File: src/inc/rxdp_pkg.sv
// Package: register map, field positions and carriers for the receive path control block
package rxdp_pkg;

   // ----------------------------------------------------------------
   // Register map
   // ----------------------------------------------------------------
   localparam logic [11:0] CTRL_ADDR = 12'h0340;
   localparam logic [11:0] STAT_ADDR = 12'h0344;
   localparam int          ADDR_W    = 12;

   // ----------------------------------------------------------------
   // Control fields
   // ----------------------------------------------------------------
   localparam int CTRL_CCLR_B   = 9;
   localparam int CTRL_CCLR_A   = 8;
   localparam int CTRL_EMPTY_B  = 7;
   localparam int CTRL_EMPTY_A  = 6;
   localparam int CTRL_CRCDROP  = 5;
   localparam int CTRL_FULLSID  = 2;
   localparam int CTRL_TARDY    = 1;
   localparam int CTRL_BUSYALL  = 0;
   localparam logic CRCDROP_RST = 1'b1;

   // ----------------------------------------------------------------
   // Status fields
   // ----------------------------------------------------------------
   localparam int STAT_EMI_B_HI = 15;
   localparam int STAT_EMI_B_LO = 14;
   localparam int STAT_EMI_A_HI = 13;
   localparam int STAT_EMI_A_LO = 12;
   localparam int STAT_POB_A    = 11;
   localparam int STAT_POB_B    = 10;
   localparam int STAT_CONFLICT = 0;

   // ----------------------------------------------------------------
   // Acknowledge codes and sizes
   // ----------------------------------------------------------------
   localparam logic [3:0] ACK_TARDY_CODE  = 4'hB;
   localparam logic [3:0] ACK_BUSYX_CODE  = 4'h4;
   localparam logic [3:0] ACK_NORMAL_CODE = 4'h0;
   localparam int         NUM_BUF         = 8;
   localparam int         DBC_W           = 8;
   localparam logic [DBC_W-1:0] DBC_ZERO  = 8'h00;
   localparam logic [DBC_W-1:0] DBC_ONE   = 8'h01;
   localparam logic [31:0]      WORD_ZERO = 32'h0000_0000;

   // ----------------------------------------------------------------
   // Carriers
   // ----------------------------------------------------------------
   typedef enum logic [1:0] {
      VID_NONE = 2'h0,
      VID_A    = 2'h1,
      VID_B    = 2'h2
   } vid_type_t;

   // Per-packet receive event from the link receive path
   typedef struct packed {
      logic       stream_b;     // 0 = stream A, 1 = stream B
      logic       is_empty;
      logic       crc_error;
      logic       is_selfid;
      logic       is_async;
      logic [1:0] emi;
      logic       parity_phase;
      logic [DBC_W-1:0] dbc;
   } rx_pkt_t;

   // Decision handed downstream
   typedef struct packed {
      logic       accept;
      logic       flush;
      logic       store_full_selfid;
      logic       dbc_error;
      logic [3:0] ack_code;
      logic       stream_b;
   } rx_verdict_t;

endpackage

File: src/hw/rx_skid2.sv
// Two-entry valid/ready buffer for receive verdicts
`timescale 1ns/1ps
module rx_skid2 (
   // Clock and reset
   input  wire logic                  clk,
   input  wire logic                  nrst,
   input  wire logic                  clk_en,
   // Fill side
   input  wire logic                  in_valid,
   output logic                       in_ready,
   input  wire rxdp_pkg::rx_verdict_t in_data,
   // Drain side
   output logic                       out_valid,
   input  wire logic                  out_ready,
   output rxdp_pkg::rx_verdict_t      out_data
);
   import rxdp_pkg::*;

   rx_verdict_t mem_q [2];
   rx_verdict_t mem_d [2];
   logic        wptr_q, wptr_d, rptr_q, rptr_d;
   logic [1:0]  cnt_q, cnt_d;
   logic        push, pop;

   assign push      = in_valid && in_ready;
   assign pop       = out_valid && out_ready;
   assign in_ready  = (cnt_q != 2'd2);
   assign out_valid = (cnt_q != 2'd0);
   assign out_data  = mem_q[rptr_q];

   always_comb begin
      mem_d  = mem_q;
      wptr_d = wptr_q;
      rptr_d = rptr_q;
      cnt_d  = cnt_q;
      if (push) begin
         mem_d[wptr_q] = in_data;
         wptr_d        = ~wptr_q;
      end
      if (pop) begin
         rptr_d = ~rptr_q;
      end
      if (push && !pop) begin
         cnt_d = cnt_q + 2'd1;
      end else if (pop && !push) begin
         cnt_d = cnt_q - 2'd1;
      end
   end

   always_ff @(posedge clk) begin
      if (!nrst) begin
         mem_q[0] <= '0;
         mem_q[1] <= '0;
         wptr_q   <= 1'b0;
         rptr_q   <= 1'b0;
         cnt_q    <= 2'd0;
      end else if (clk_en) begin
         mem_q  <= mem_d;
         wptr_q <= wptr_d;
         rptr_q <= rptr_d;
         cnt_q  <= cnt_d;
      end
   end
endmodule

File: src/hw/rx_datapath_ctrl_status.sv
// Receive data path lower control bits, status register and packet verdicts
// Overview of operation
// - Writing one to bit 9 or 8 clears the continuity counter of stream B or A; the bit reads 0.
// - Bits 7 and 6 let empty packets of stream B and A be accepted, and both reset to zero.
// - Bit 5, reset to one, makes packets with a payload CRC error be aborted and flushed.
// - Reserved control bits 4:3 and status bits 31:16 and 9:1 ignore writes and read zero.
// - Bit 2 set stores both self-ID quadlets, otherwise only the reduced form is stored.
// - Bit 1 set answers every asynchronous packet with tardy code B unless busy-all is set.
// - Bit 0 set answers every asynchronous packet with busy code 4, overriding tardy.
// - Status bits 15:14 and 13:12 show the encryption indicator of stream B and A, reset 0.
// - Status bits 11 and 10 hold the parity phase bit of stream A and B from every packet that is neither asynchronous nor self-ID.
// - Status bit 0 is set while two or more buffers are configured as the same video type, A or B.
// - Status bit 0 clears itself once the video type conflict is gone.
`timescale 1ns/1ps
module rx_datapath_ctrl_status (
   // Clock, reset, enable
   input  wire logic                  clk,
   input  wire logic                  nrst,
   input  wire logic                  clk_en,
   // APB slave
   input  wire logic                  psel,
   input  wire logic                  penable,
   input  wire logic                  pwrite,
   input  wire logic [11:0]           paddr,
   input  wire logic [31:0]           pwdata,
   input  wire logic [3:0]            pstrb,
   output logic [31:0]                prdata,
   output logic                       pready,
   output logic                       pslverr,
   // Buffer video type configuration
   input  wire rxdp_pkg::vid_type_t   buf_vid_type [rxdp_pkg::NUM_BUF],
   // Incoming packet events
   input  wire logic                  pkt_valid,
   output logic                       pkt_ready,
   input  wire rxdp_pkg::rx_pkt_t     pkt,
   // Packet verdicts
   output logic                       verdict_valid,
   input  wire logic                  verdict_ready,
   output rxdp_pkg::rx_verdict_t      verdict,
   // Continuity counters
   output logic [7:0]                 dbc_count_a,
   output logic [7:0]                 dbc_count_b
);
   import rxdp_pkg::*;

   // ----------------------------------------------------------------
   // Control and status state
   // ----------------------------------------------------------------
   logic       empty_b_q, empty_b_d, empty_a_q, empty_a_d;
   logic       crcdrop_q, crcdrop_d, fullsid_q, fullsid_d;
   logic       tardy_q, tardy_d, busyall_q, busyall_d;
   logic [1:0] emi_b_q, emi_b_d, emi_a_q, emi_a_d;
   logic       pob_a_q, pob_a_d, pob_b_q, pob_b_d;
   logic       conflict_q, conflict_d;
   logic [DBC_W-1:0] dbc_a_q, dbc_a_d, dbc_b_q, dbc_b_d;
   logic [31:0] prdata_q, prdata_d;
   logic        pready_q, pready_d, pslverr_q, pslverr_d;

   logic        setup, access, wr_ctrl, clr_a, clr_b, mapped;
   logic [31:0] ctrl_word, stat_word;
   logic        pkt_take, sk_in_ready;
   rx_verdict_t vd;
   logic [NUM_BUF-1:0] has_a, has_b;
   logic        dup_a, dup_b;

   // ----------------------------------------------------------------
   // APB decode
   // ----------------------------------------------------------------
   assign setup   = psel && !penable;
   // Writes land at the access edge, where the master samples pready high
   assign access  = psel && penable && pready_q;
   assign mapped  = (paddr == CTRL_ADDR) || (paddr == STAT_ADDR);
   assign wr_ctrl = access && pwrite && (paddr == CTRL_ADDR);
   assign clr_b   = wr_ctrl && pstrb[1] && pwdata[CTRL_CCLR_B];
   assign clr_a   = wr_ctrl && pstrb[1] && pwdata[CTRL_CCLR_A];

   always_comb begin
      ctrl_word               = WORD_ZERO;
      ctrl_word[CTRL_EMPTY_B] = empty_b_q;
      ctrl_word[CTRL_EMPTY_A] = empty_a_q;
      ctrl_word[CTRL_CRCDROP] = crcdrop_q;
      ctrl_word[CTRL_FULLSID] = fullsid_q;
      ctrl_word[CTRL_TARDY]   = tardy_q;
      ctrl_word[CTRL_BUSYALL] = busyall_q;
   end

   always_comb begin
      stat_word                              = WORD_ZERO;
      stat_word[STAT_EMI_B_HI:STAT_EMI_B_LO] = emi_b_q;
      stat_word[STAT_EMI_A_HI:STAT_EMI_A_LO] = emi_a_q;
      stat_word[STAT_POB_A]                  = pob_a_q;
      stat_word[STAT_POB_B]                  = pob_b_q;
      stat_word[STAT_CONFLICT]               = conflict_q;
   end

   // Answer one cycle after setup, so pready is high during the access phase
   always_comb begin
      pready_d  = setup;
      pslverr_d = setup && !mapped;
      prdata_d  = prdata_q;
      if (setup) begin
         prdata_d = WORD_ZERO;
         if (!pwrite && paddr == CTRL_ADDR) begin
            prdata_d = ctrl_word;
         end else if (!pwrite && paddr == STAT_ADDR) begin
            prdata_d = stat_word;
         end
      end
   end

   // ----------------------------------------------------------------
   // Control register
   // ----------------------------------------------------------------
   always_comb begin
      empty_b_d = empty_b_q;
      empty_a_d = empty_a_q;
      crcdrop_d = crcdrop_q;
      fullsid_d = fullsid_q;
      tardy_d   = tardy_q;
      busyall_d = busyall_q;
      if (wr_ctrl && pstrb[0]) begin
         empty_b_d = pwdata[CTRL_EMPTY_B];
         empty_a_d = pwdata[CTRL_EMPTY_A];
         crcdrop_d = pwdata[CTRL_CRCDROP];
         fullsid_d = pwdata[CTRL_FULLSID];
         tardy_d   = pwdata[CTRL_TARDY];
         busyall_d = pwdata[CTRL_BUSYALL];
      end
   end

   // ----------------------------------------------------------------
   // Video type conflict across buffers
   // ----------------------------------------------------------------
   genvar gi;
   generate
      for (gi = 0; gi < NUM_BUF; gi++) begin : g_buf
         assign has_a[gi] = (buf_vid_type[gi] == VID_A);
         assign has_b[gi] = (buf_vid_type[gi] == VID_B);
      end
   endgenerate

   // More than one bit set means a duplicate assignment
   assign dup_a      = (has_a & (has_a - 8'h01)) != 8'h00;
   assign dup_b      = (has_b & (has_b - 8'h01)) != 8'h00;
   assign conflict_d = dup_a || dup_b;

   // ----------------------------------------------------------------
   // Packet verdict and stream status
   // ----------------------------------------------------------------
   assign pkt_ready = sk_in_ready;
   assign pkt_take  = pkt_valid && sk_in_ready;

   always_comb begin
      vd                   = '0;
      vd.stream_b          = pkt.stream_b;
      vd.accept            = !pkt.is_empty || (pkt.stream_b ? empty_b_q : empty_a_q);
      vd.flush             = pkt.crc_error && crcdrop_q;
      vd.store_full_selfid = pkt.is_selfid && fullsid_q;
      vd.dbc_error         = pkt.dbc != (pkt.stream_b ? dbc_b_q : dbc_a_q);
      vd.ack_code          = ACK_NORMAL_CODE;
      if (pkt.is_async) begin
         if (busyall_q) begin
            vd.ack_code = ACK_BUSYX_CODE;
         end else if (tardy_q) begin
            vd.ack_code = ACK_TARDY_CODE;
         end
      end
      if (vd.flush || pkt.is_async) begin
         vd.accept = vd.accept && !vd.flush;
      end
   end

   // Stream status fields move only with received packets, the continuity counters also with a software clear
   always_comb begin
      emi_b_d = emi_b_q;
      emi_a_d = emi_a_q;
      pob_b_d = pob_b_q;
      pob_a_d = pob_a_q;
      dbc_a_d = dbc_a_q;
      dbc_b_d = dbc_b_q;
      if (pkt_take && !pkt.is_async && !pkt.is_selfid) begin
         if (pkt.stream_b) begin
            emi_b_d = pkt.emi;
            pob_b_d = pkt.parity_phase;
            dbc_b_d = pkt.dbc + DBC_ONE;
         end else begin
            emi_a_d = pkt.emi;
            pob_a_d = pkt.parity_phase;
            dbc_a_d = pkt.dbc + DBC_ONE;
         end
      end
      // Software clear wins over a concurrent packet update
      if (clr_a) begin
         dbc_a_d = DBC_ZERO;
      end
      if (clr_b) begin
         dbc_b_d = DBC_ZERO;
      end
   end

   rx_skid2 u_skid (
      .clk       (clk),
      .nrst      (nrst),
      .clk_en    (clk_en),
      .in_valid  (pkt_valid),
      .in_ready  (sk_in_ready),
      .in_data   (vd),
      .out_valid (verdict_valid),
      .out_ready (verdict_ready),
      .out_data  (verdict)
   );

   // ----------------------------------------------------------------
   // Registers
   // ----------------------------------------------------------------
   always_ff @(posedge clk) begin
      if (!nrst) begin
         empty_b_q  <= 1'b0;
         empty_a_q  <= 1'b0;
         crcdrop_q  <= CRCDROP_RST;
         fullsid_q  <= 1'b0;
         tardy_q    <= 1'b0;
         busyall_q  <= 1'b0;
         emi_b_q    <= 2'b00;
         emi_a_q    <= 2'b00;
         pob_a_q    <= 1'b0;
         pob_b_q    <= 1'b0;
         conflict_q <= 1'b0;
         dbc_a_q    <= DBC_ZERO;
         dbc_b_q    <= DBC_ZERO;
         prdata_q   <= WORD_ZERO;
         pready_q   <= 1'b0;
         pslverr_q  <= 1'b0;
      end else if (clk_en) begin
         empty_b_q  <= empty_b_d;
         empty_a_q  <= empty_a_d;
         crcdrop_q  <= crcdrop_d;
         fullsid_q  <= fullsid_d;
         tardy_q    <= tardy_d;
         busyall_q  <= busyall_d;
         emi_b_q    <= emi_b_d;
         emi_a_q    <= emi_a_d;
         pob_a_q    <= pob_a_d;
         pob_b_q    <= pob_b_d;
         conflict_q <= conflict_d;
         dbc_a_q    <= dbc_a_d;
         dbc_b_q    <= dbc_b_d;
         prdata_q   <= prdata_d;
         pready_q   <= pready_d;
         pslverr_q  <= pslverr_d;
      end
   end

   assign prdata      = prdata_q;
   assign pready      = pready_q;
   assign pslverr     = pslverr_q;
   assign dbc_count_a = dbc_a_q;
   assign dbc_count_b = dbc_b_q;
endmodule

File: config.mk
export PLATFORM = sky130hd
export DESIGN_NAME = rx_datapath_ctrl_status
export DESIGN_NICKNAME = d
export VERILOG_FILES = /design/src/inc/rxdp_pkg.sv /design/src/hw/rx_skid2.sv /design/src/hw/rx_datapath_ctrl_status.sv
export SDC_FILE = /design/constraint.sdc
export NUM_CORES = 1
export LEC_CHECK = 0
export BUFFER_PORTS_ARGS = -buffer_cell sky130_fd_sc_hd__buf_2
export CORE_MARGIN = 5
export CORE_UTILIZATION = 24
export CTS_BUF_LIST = sky130_fd_sc_hd__clkbuf_16
export CTS_CLUSTER_SIZE = 24
export DETAILED_ROUTE_END_ITERATION = 10
export SLEW_MARGIN = 20
export SYNTH_ARGS = -nofsm -noshare
export SYNTH_HDL_FRONTEND = slang
export SYNTH_SLANG_ARGS = --single-unit
File: constraint.sdc
create_clock -name clk -period 2.5 [get_ports clk]
set_clock_uncertainty 0.2 [all_clocks]
set_input_delay 0.125 -clock clk [delete_from_list [all_inputs] [get_ports clk]]
set_output_delay 0.125 -clock clk [all_outputs]
set_load 0.05 [all_outputs]
# Word level (Yosys, flattened, before mapping)

Index checks and enable logic that the tools add are counted.

Register bits after elaboration: 85
Bits in latches: 0
RAM bits: 0
Memory bits (read-only): 0
Bits of input ports: 88
Output and inout port bits: 61
Word-level logic and storage cells: 140
Memories: 0

$add $sub $neg: 5
Multipliers: 0
Divide/modulo/power cells: 0
Magnitude comparators: 3
Equal/unequal tests: 21
Shifts and indexed selects: 0
Mux-type cells: 22
Bitwise logic cells: 7
Reduce and logical (&&, ||, !) cells: 51

Operator list:

| operator             | count |
|---|---|
| $mux 8               | 7 |
| $mux 9               | 4 |
| $mux 16              | 2 |
| $eq 12x10->1 const B | 2 |
| $logic_and 1x1->1    | 22 |
| $bwmux 18            | 1 |
| $and 8x8->8          | 2 |
| $eq 2x1->1 const B   | 8 |
| $eq 2x2->1 const B   | 8 |
| $reduce_bool 8->1    | 2 |
| $sub 8x1->8 const B  | 2 |
| $mux 4               | 3 |
| $reduce_and 3->1     | 4 |
| $reduce_and 2->1     | 5 |
| $reduce_bool 2->1    | 5 |
| $demux 9 s1          | 1 |
| $logic_not 1->1      | 9 |
| $add 8x1->8 const B  | 1 |
| $ne 8x8->1           | 1 |
| $ge 2x2->1 const B   | 2 |
| $logic_or 1x1->1     | 4 |
| $mux 2               | 2 |
| $not 1->2            | 2 |
| $not 1->1            | 3 |
| 6 further kinds      | 7 |

# Depth between registers and ports, before layout

Depth after elaboration: 8
Gate-level depth with buffers: 7
Gate-level depth less buffers: 7

# Hierarchy

From an unflattened synthesis, not the netlist that was laid out.

Cell total of the unflattened synthesis: 346
Area total of the unflattened synthesis: 3344.5 sq um

By module, submodules not included:

| module                  | instances | cells each | area an instance (sq um) | sequential area each (sq um) |
|---|---|---|---|---|
| rx_datapath_ctrl_status | 1         | 244        | 2321.0                   | 860.8 |
| rx_skid2                | 1         | 102        | 1023.5                   | 440.4 |

# Worst setup path before layout

No wires, ideal clock.

Kind: register to register
From: register pready_q (netlist: pready)
To: register dbc_b_q[2] (netlist: dbc_count_b[2])
Setup time: 0.114 ns
Data arrival time: 1.844 ns
Data required time: 2.186 ns
Path slack: 0.341 ns
Stages on the path, launching flop included: 6
Path buffers: 0
Clock period less this slack: 2.159 ns
Path through: dfxtp_1 and3_1 nand3_1 nor3_4 a311oi_2 a2bb2o_4

Longest elaborated chain between the ends: 7
Elaborated cells between the ends (all ways): 9
Classes of those cells: mux: 1; reduce/logical: 8

Ends and longest elaborated chain:

| what                               | RTL line                       | RTL |
|---|---|---|
| from (decl)                        | rx_datapath_ctrl_status.sv:57  | `logic pready_q, pready_d, pslverr_q, pslverr_d;` |
| from (signal assigned)             | rx_datapath_ctrl_status.sv:249 | `pready_q <= pready_d;` |
| $logic_and 1x1->1 (*)              | rx_datapath_ctrl_status.sv:71  | `assign access = psel && penable && pready_q;` |
| $logic_and 1x1->1 (*) (2 in a row) | rx_datapath_ctrl_status.sv:73  | `assign wr_ctrl = access && pwrite && (paddr == CTRL_ADDR);` |
| $logic_and 1x1->1 (*) (2 in a row) | rx_datapath_ctrl_status.sv:74  | `assign clr_b = wr_ctrl && pstrb[1] && pwdata[CTRL_CCLR_B];` |
| $reduce_bool 2->1 (no source line) | n/a                            |  |
| $reduce_and 3->1 (no source line)  | n/a                            |  |
| to (signal assigned)               | rx_datapath_ctrl_status.sv:230 | `dbc_b_q <= DBC_ZERO;` |
| to (signal assigned)               | rx_datapath_ctrl_status.sv:247 | `dbc_b_q <= dbc_b_d;` |
| to (decl)                          | rx_datapath_ctrl_status.sv:55  | `logic [DBC_W-1:0] dbc_a_q, dbc_a_d, dbc_b_q, dbc_b_d;` |

Mark *: on every way between the ends. The rest lies on a longest branch, timed or not.
A chain may end at the register's enable or synchronous reset.

# Worst setup path in the final report

From: register pready_q (netlist: pready)
To: register crcdrop_q

Longest elaborated chain between the ends: 5

Ends and longest elaborated chain:

| what                              | RTL line                       | RTL |
|---|---|---|
| $logic_and 1x1->1                 | rx_datapath_ctrl_status.sv:71  |  |
| $logic_and 1x1->1 (2 in a row)    | rx_datapath_ctrl_status.sv:73  |  |
| $logic_and 1x1->1                 | rx_datapath_ctrl_status.sv:121 | `if (wr_ctrl && pstrb[0]) begin` |
| $reduce_and 2->1 (no source line) | n/a                            |  |
| to (signal assigned)              | rx_datapath_ctrl_status.sv:237 | `crcdrop_q <= crcdrop_d;` |
| to (decl)                         | rx_datapath_ctrl_status.sv:50  | `logic crcdrop_q, crcdrop_d, fullsid_q, fullsid_d;` |

No other way between the ends.

==> results.cfg <==
[critical_path]
crit_type = flip-flop to flip-flop
r2r_start = pready
cp_max_fo = 6
critPathArrivalTime_ps = 2350
startpoint_type = flip-flop
r2r_slack_ps = 160
crit_required_ps = 2510
r2r-end = crcdrop_q
crit_end = crcdrop_q
reg2regPathDepth = 6
crit_path_start = pready
end_kind = flip-flop

[route]
vias = 2859
met3_wirelength_um = 558
routed.top_layer = met4
viasPerCell = 4.42
wl_met1_mm = 3.99
wl_met2_mm = 4.21
routedWlPerCell_um = 13.8
firstDrtPassIters = 4
drt-total-wl_mm = 8.90
drc_errors = 0
drt_iter0_drc = 102
ant_nets = 0

[floorplan]
rows = 42
pin_count = 149
die_area_mm2 = 0.0156
fp.coreArea_mm2 = 0.0131
die_w_um = 125
start_util = 0.242
die_h_um = 125

[power]
vdd_drop_max_mv = 0.239
p_per_area_mw_per_mm2 = 631
static-leakage-power_nw = 1.83
power.total_w = 0.00270

[timing]
min_period_ps = 2340
hold_viol_final = 0
period_share = 0.935
timing.fmax_mhz = 428
tns_ps = 0
finalSetupViolCount = 0
holdWs_ps = 4.91
worst_pin_slew_ps = 792
slew_viol_final = 0
setup_ws_ps = 163
grt_setup_unrepaired = no
slew_headroom = 0.472

[outcome]
outcome = finished clean

[job]
cap_violations = 0

[synthesis]
muxShareOfSynthArea = 0.0882
synthArstFlopShare = 0
yosysTopAreaCellShare = 0.386
synth_edf_count = 0
synth_cells = 343
yosys-top-cells-area = dfxtp_1 39%, mux2i_1 6.3%, buf_4 5.2%
yosys.area_share.xor_xnor = 0.0499
syn-cell-area_mm2 = 0.00316
yosys.area_share.adder = 0.00791
synthSimpleGateAreaFrac = 0.234
synth_top_cell_by_area = dfxtp_1
ys_seq_area_frac = 0.386
synth_compound_area_frac = 0.161
ys.flop_type = dfxtp_1
yosys_warnings = 0
synth-seq-cells = 61
synth_area_per_cell_um2 = 9.22
synth_top_family_by_area = simple AND/OR/NAND/NOR gates
synth_cell_type_count = 53

[cells_and_area]
n_antenna_cell = 0
layout_commonest_cell = buf_2
fillers = 1342
syn2layout_area_growth_pct = 35.1
final_cell_mix = 102 x buf_2, 61 x dfxtp_1, 41 x nor2_1, 26 x nand2_1
drive_gt1_frac = 0.312
nets = 557

[place]
dp_worst_setup_slack_ps = 378
gp_congestion = 0.846
io_buffers = 102
dp_hpwl_mm = 7.01

[global_route]
grt_max_degree = 46
grt_pass1_vias = 2831
antenna_found_initial = 0
grt_util_all_layers = 0.114
grt_pass1_wl_mm = 14.3
grt-ovfl-total = 0

[clocking]
clk_pin_slew_worst_paths_ps = 50
clock_latency_ps = 330
cts_buffer_depth = 2
cts-buffers-inserted = 9
cts_root_buffer = clkbuf_16
ctsResizeCount = 0
cts.sinks = 61
cts-htree-levels = 3
cts_tree = built

[worst_hold_path]
hold_path_class = input pin to flip-flop
area by class of cell:
class                      count  area [um2]  area share
multi-input combinational    264        1790       0.419
sequential                    61        1220       0.286
timing repair buffer         127         746       0.175
clock buffer                   9         225      0.0527
tap                          176         220      0.0516
clock inverter                 6        56.3      0.0132
inverter                       4        15.0     0.00351
what timing repair did:
action                     CTS  global route
setup buffers                0             0
setup endpoints to repair    0             0
hold buffers                19             0
hold endpoints to repair    25             0
registers in the layout, summed over array words and instances (netlist names), 2 cells and up:
name,cells
u_skid.mem_q,14
prdata,12
dbc_count_a,8
dbc_count_b,8
emi_a_q,2
emi_b_q,2
u_skid.cnt_q,2
power breakdown:
| part | switching (W) | leakage, nW | total (W) | internal (W) |
|---|---|---|---|---|
| Clock | 0.000410 | 0.144 | 0.00116 | 0.000754 |
| Sequential | 0.0000310 | 0.493 | 0.00103 | 0.00100 |
| Combinational | 0.000323 | 1.19 | 0.000498 | 0.000175 |
| Total | 0.000764 | 1.83 | 0.00270 | 0.00193 |
kinds of logic (layout without fill, tap and decap cells):
group / Yosys count / after routing
XOR/XNOR: 18 / 18
AND/OR/NAND/NOR: 130 / 130
other: 1 / 20
AO/OA/AOI/OAI: 67 / 67
multiplexers: 27 / 27
flip-flops: 61 / 61
adder cells (fa/ha/maj): 2 / 2
buffers and inverters: 37 / 146
synthesized netlist by cell type (2+ instances only):
cell type / number
a21oi_1: 19
a32o_1: 2
nor3_1: 3
and3_1: 2
a311oi_2: 2
a31oi_1: 4
a22oi_1: 13
nand2b_1: 11
nand2_1: 26
nor4_1: 4
o2bb2ai_1: 6
o31ai_1: 2
nor4_2: 2
xnor2_1: 6
mux2_2: 7
inv_1: 4
nor3_4: 2
ha_1: 2
o21ai_0: 3
buf_1: 2
xor2_1: 12
nor2b_1: 9
mux2i_1: 20
buf_2: 2
a2bb2o_4: 2
nand3_1: 8
a22o_1: 6
and2_1: 4
buf_4: 22
nor2_1: 41
nand4_1: 6
dfxtp_1: 61
clkbuf_1: 7
nand3b_1: 2
worst max-delay path, stage by stage, from the launching register on:
cell           delay, ps
dfxtp_1              340
and3_1               150
nand3_1              180
nor3_4               480
mux2i_1              250
nand2_1               70
dlygate4sd3_1        550
routing by layer:
metal | up-vias | track usage
li1 | 1427 | -
met2 | 97 | 0.186
met3 | 14 | 0.0373
met5 | - | 0
met4 | 0 | 0.0361
met1 | 1321 | 0.143
through the flow:
step                instance area [um2]   util  std cells
global placement                   3800  0.290        613
finish                             4270  0.326        647
global route                       4270  0.326        647
detailed placement                 3800  0.290        613
CTS                                4270  0.326        647
floorplan                          3230      -        362
how the worst min path moves through the flow:
stage / start / to / slack (ps) / depth (start not counted)
5_1_grt: clk_en / pready / 40 / 3
4_1_cts: buf_vid_type[1] / conflict_q / 5 / 4
2_1_floorplan: pwdata[5] / crcdrop_q / 50 / 2
3_3_place_gp: pwdata[5] / crcdrop_q / 160 / 3
6_report: clk_en / pslverr / 5 / 3
3_5_place_dp: pwdata[5] / crcdrop_q / 160 / 3
(Power assumes the default switching activity.)
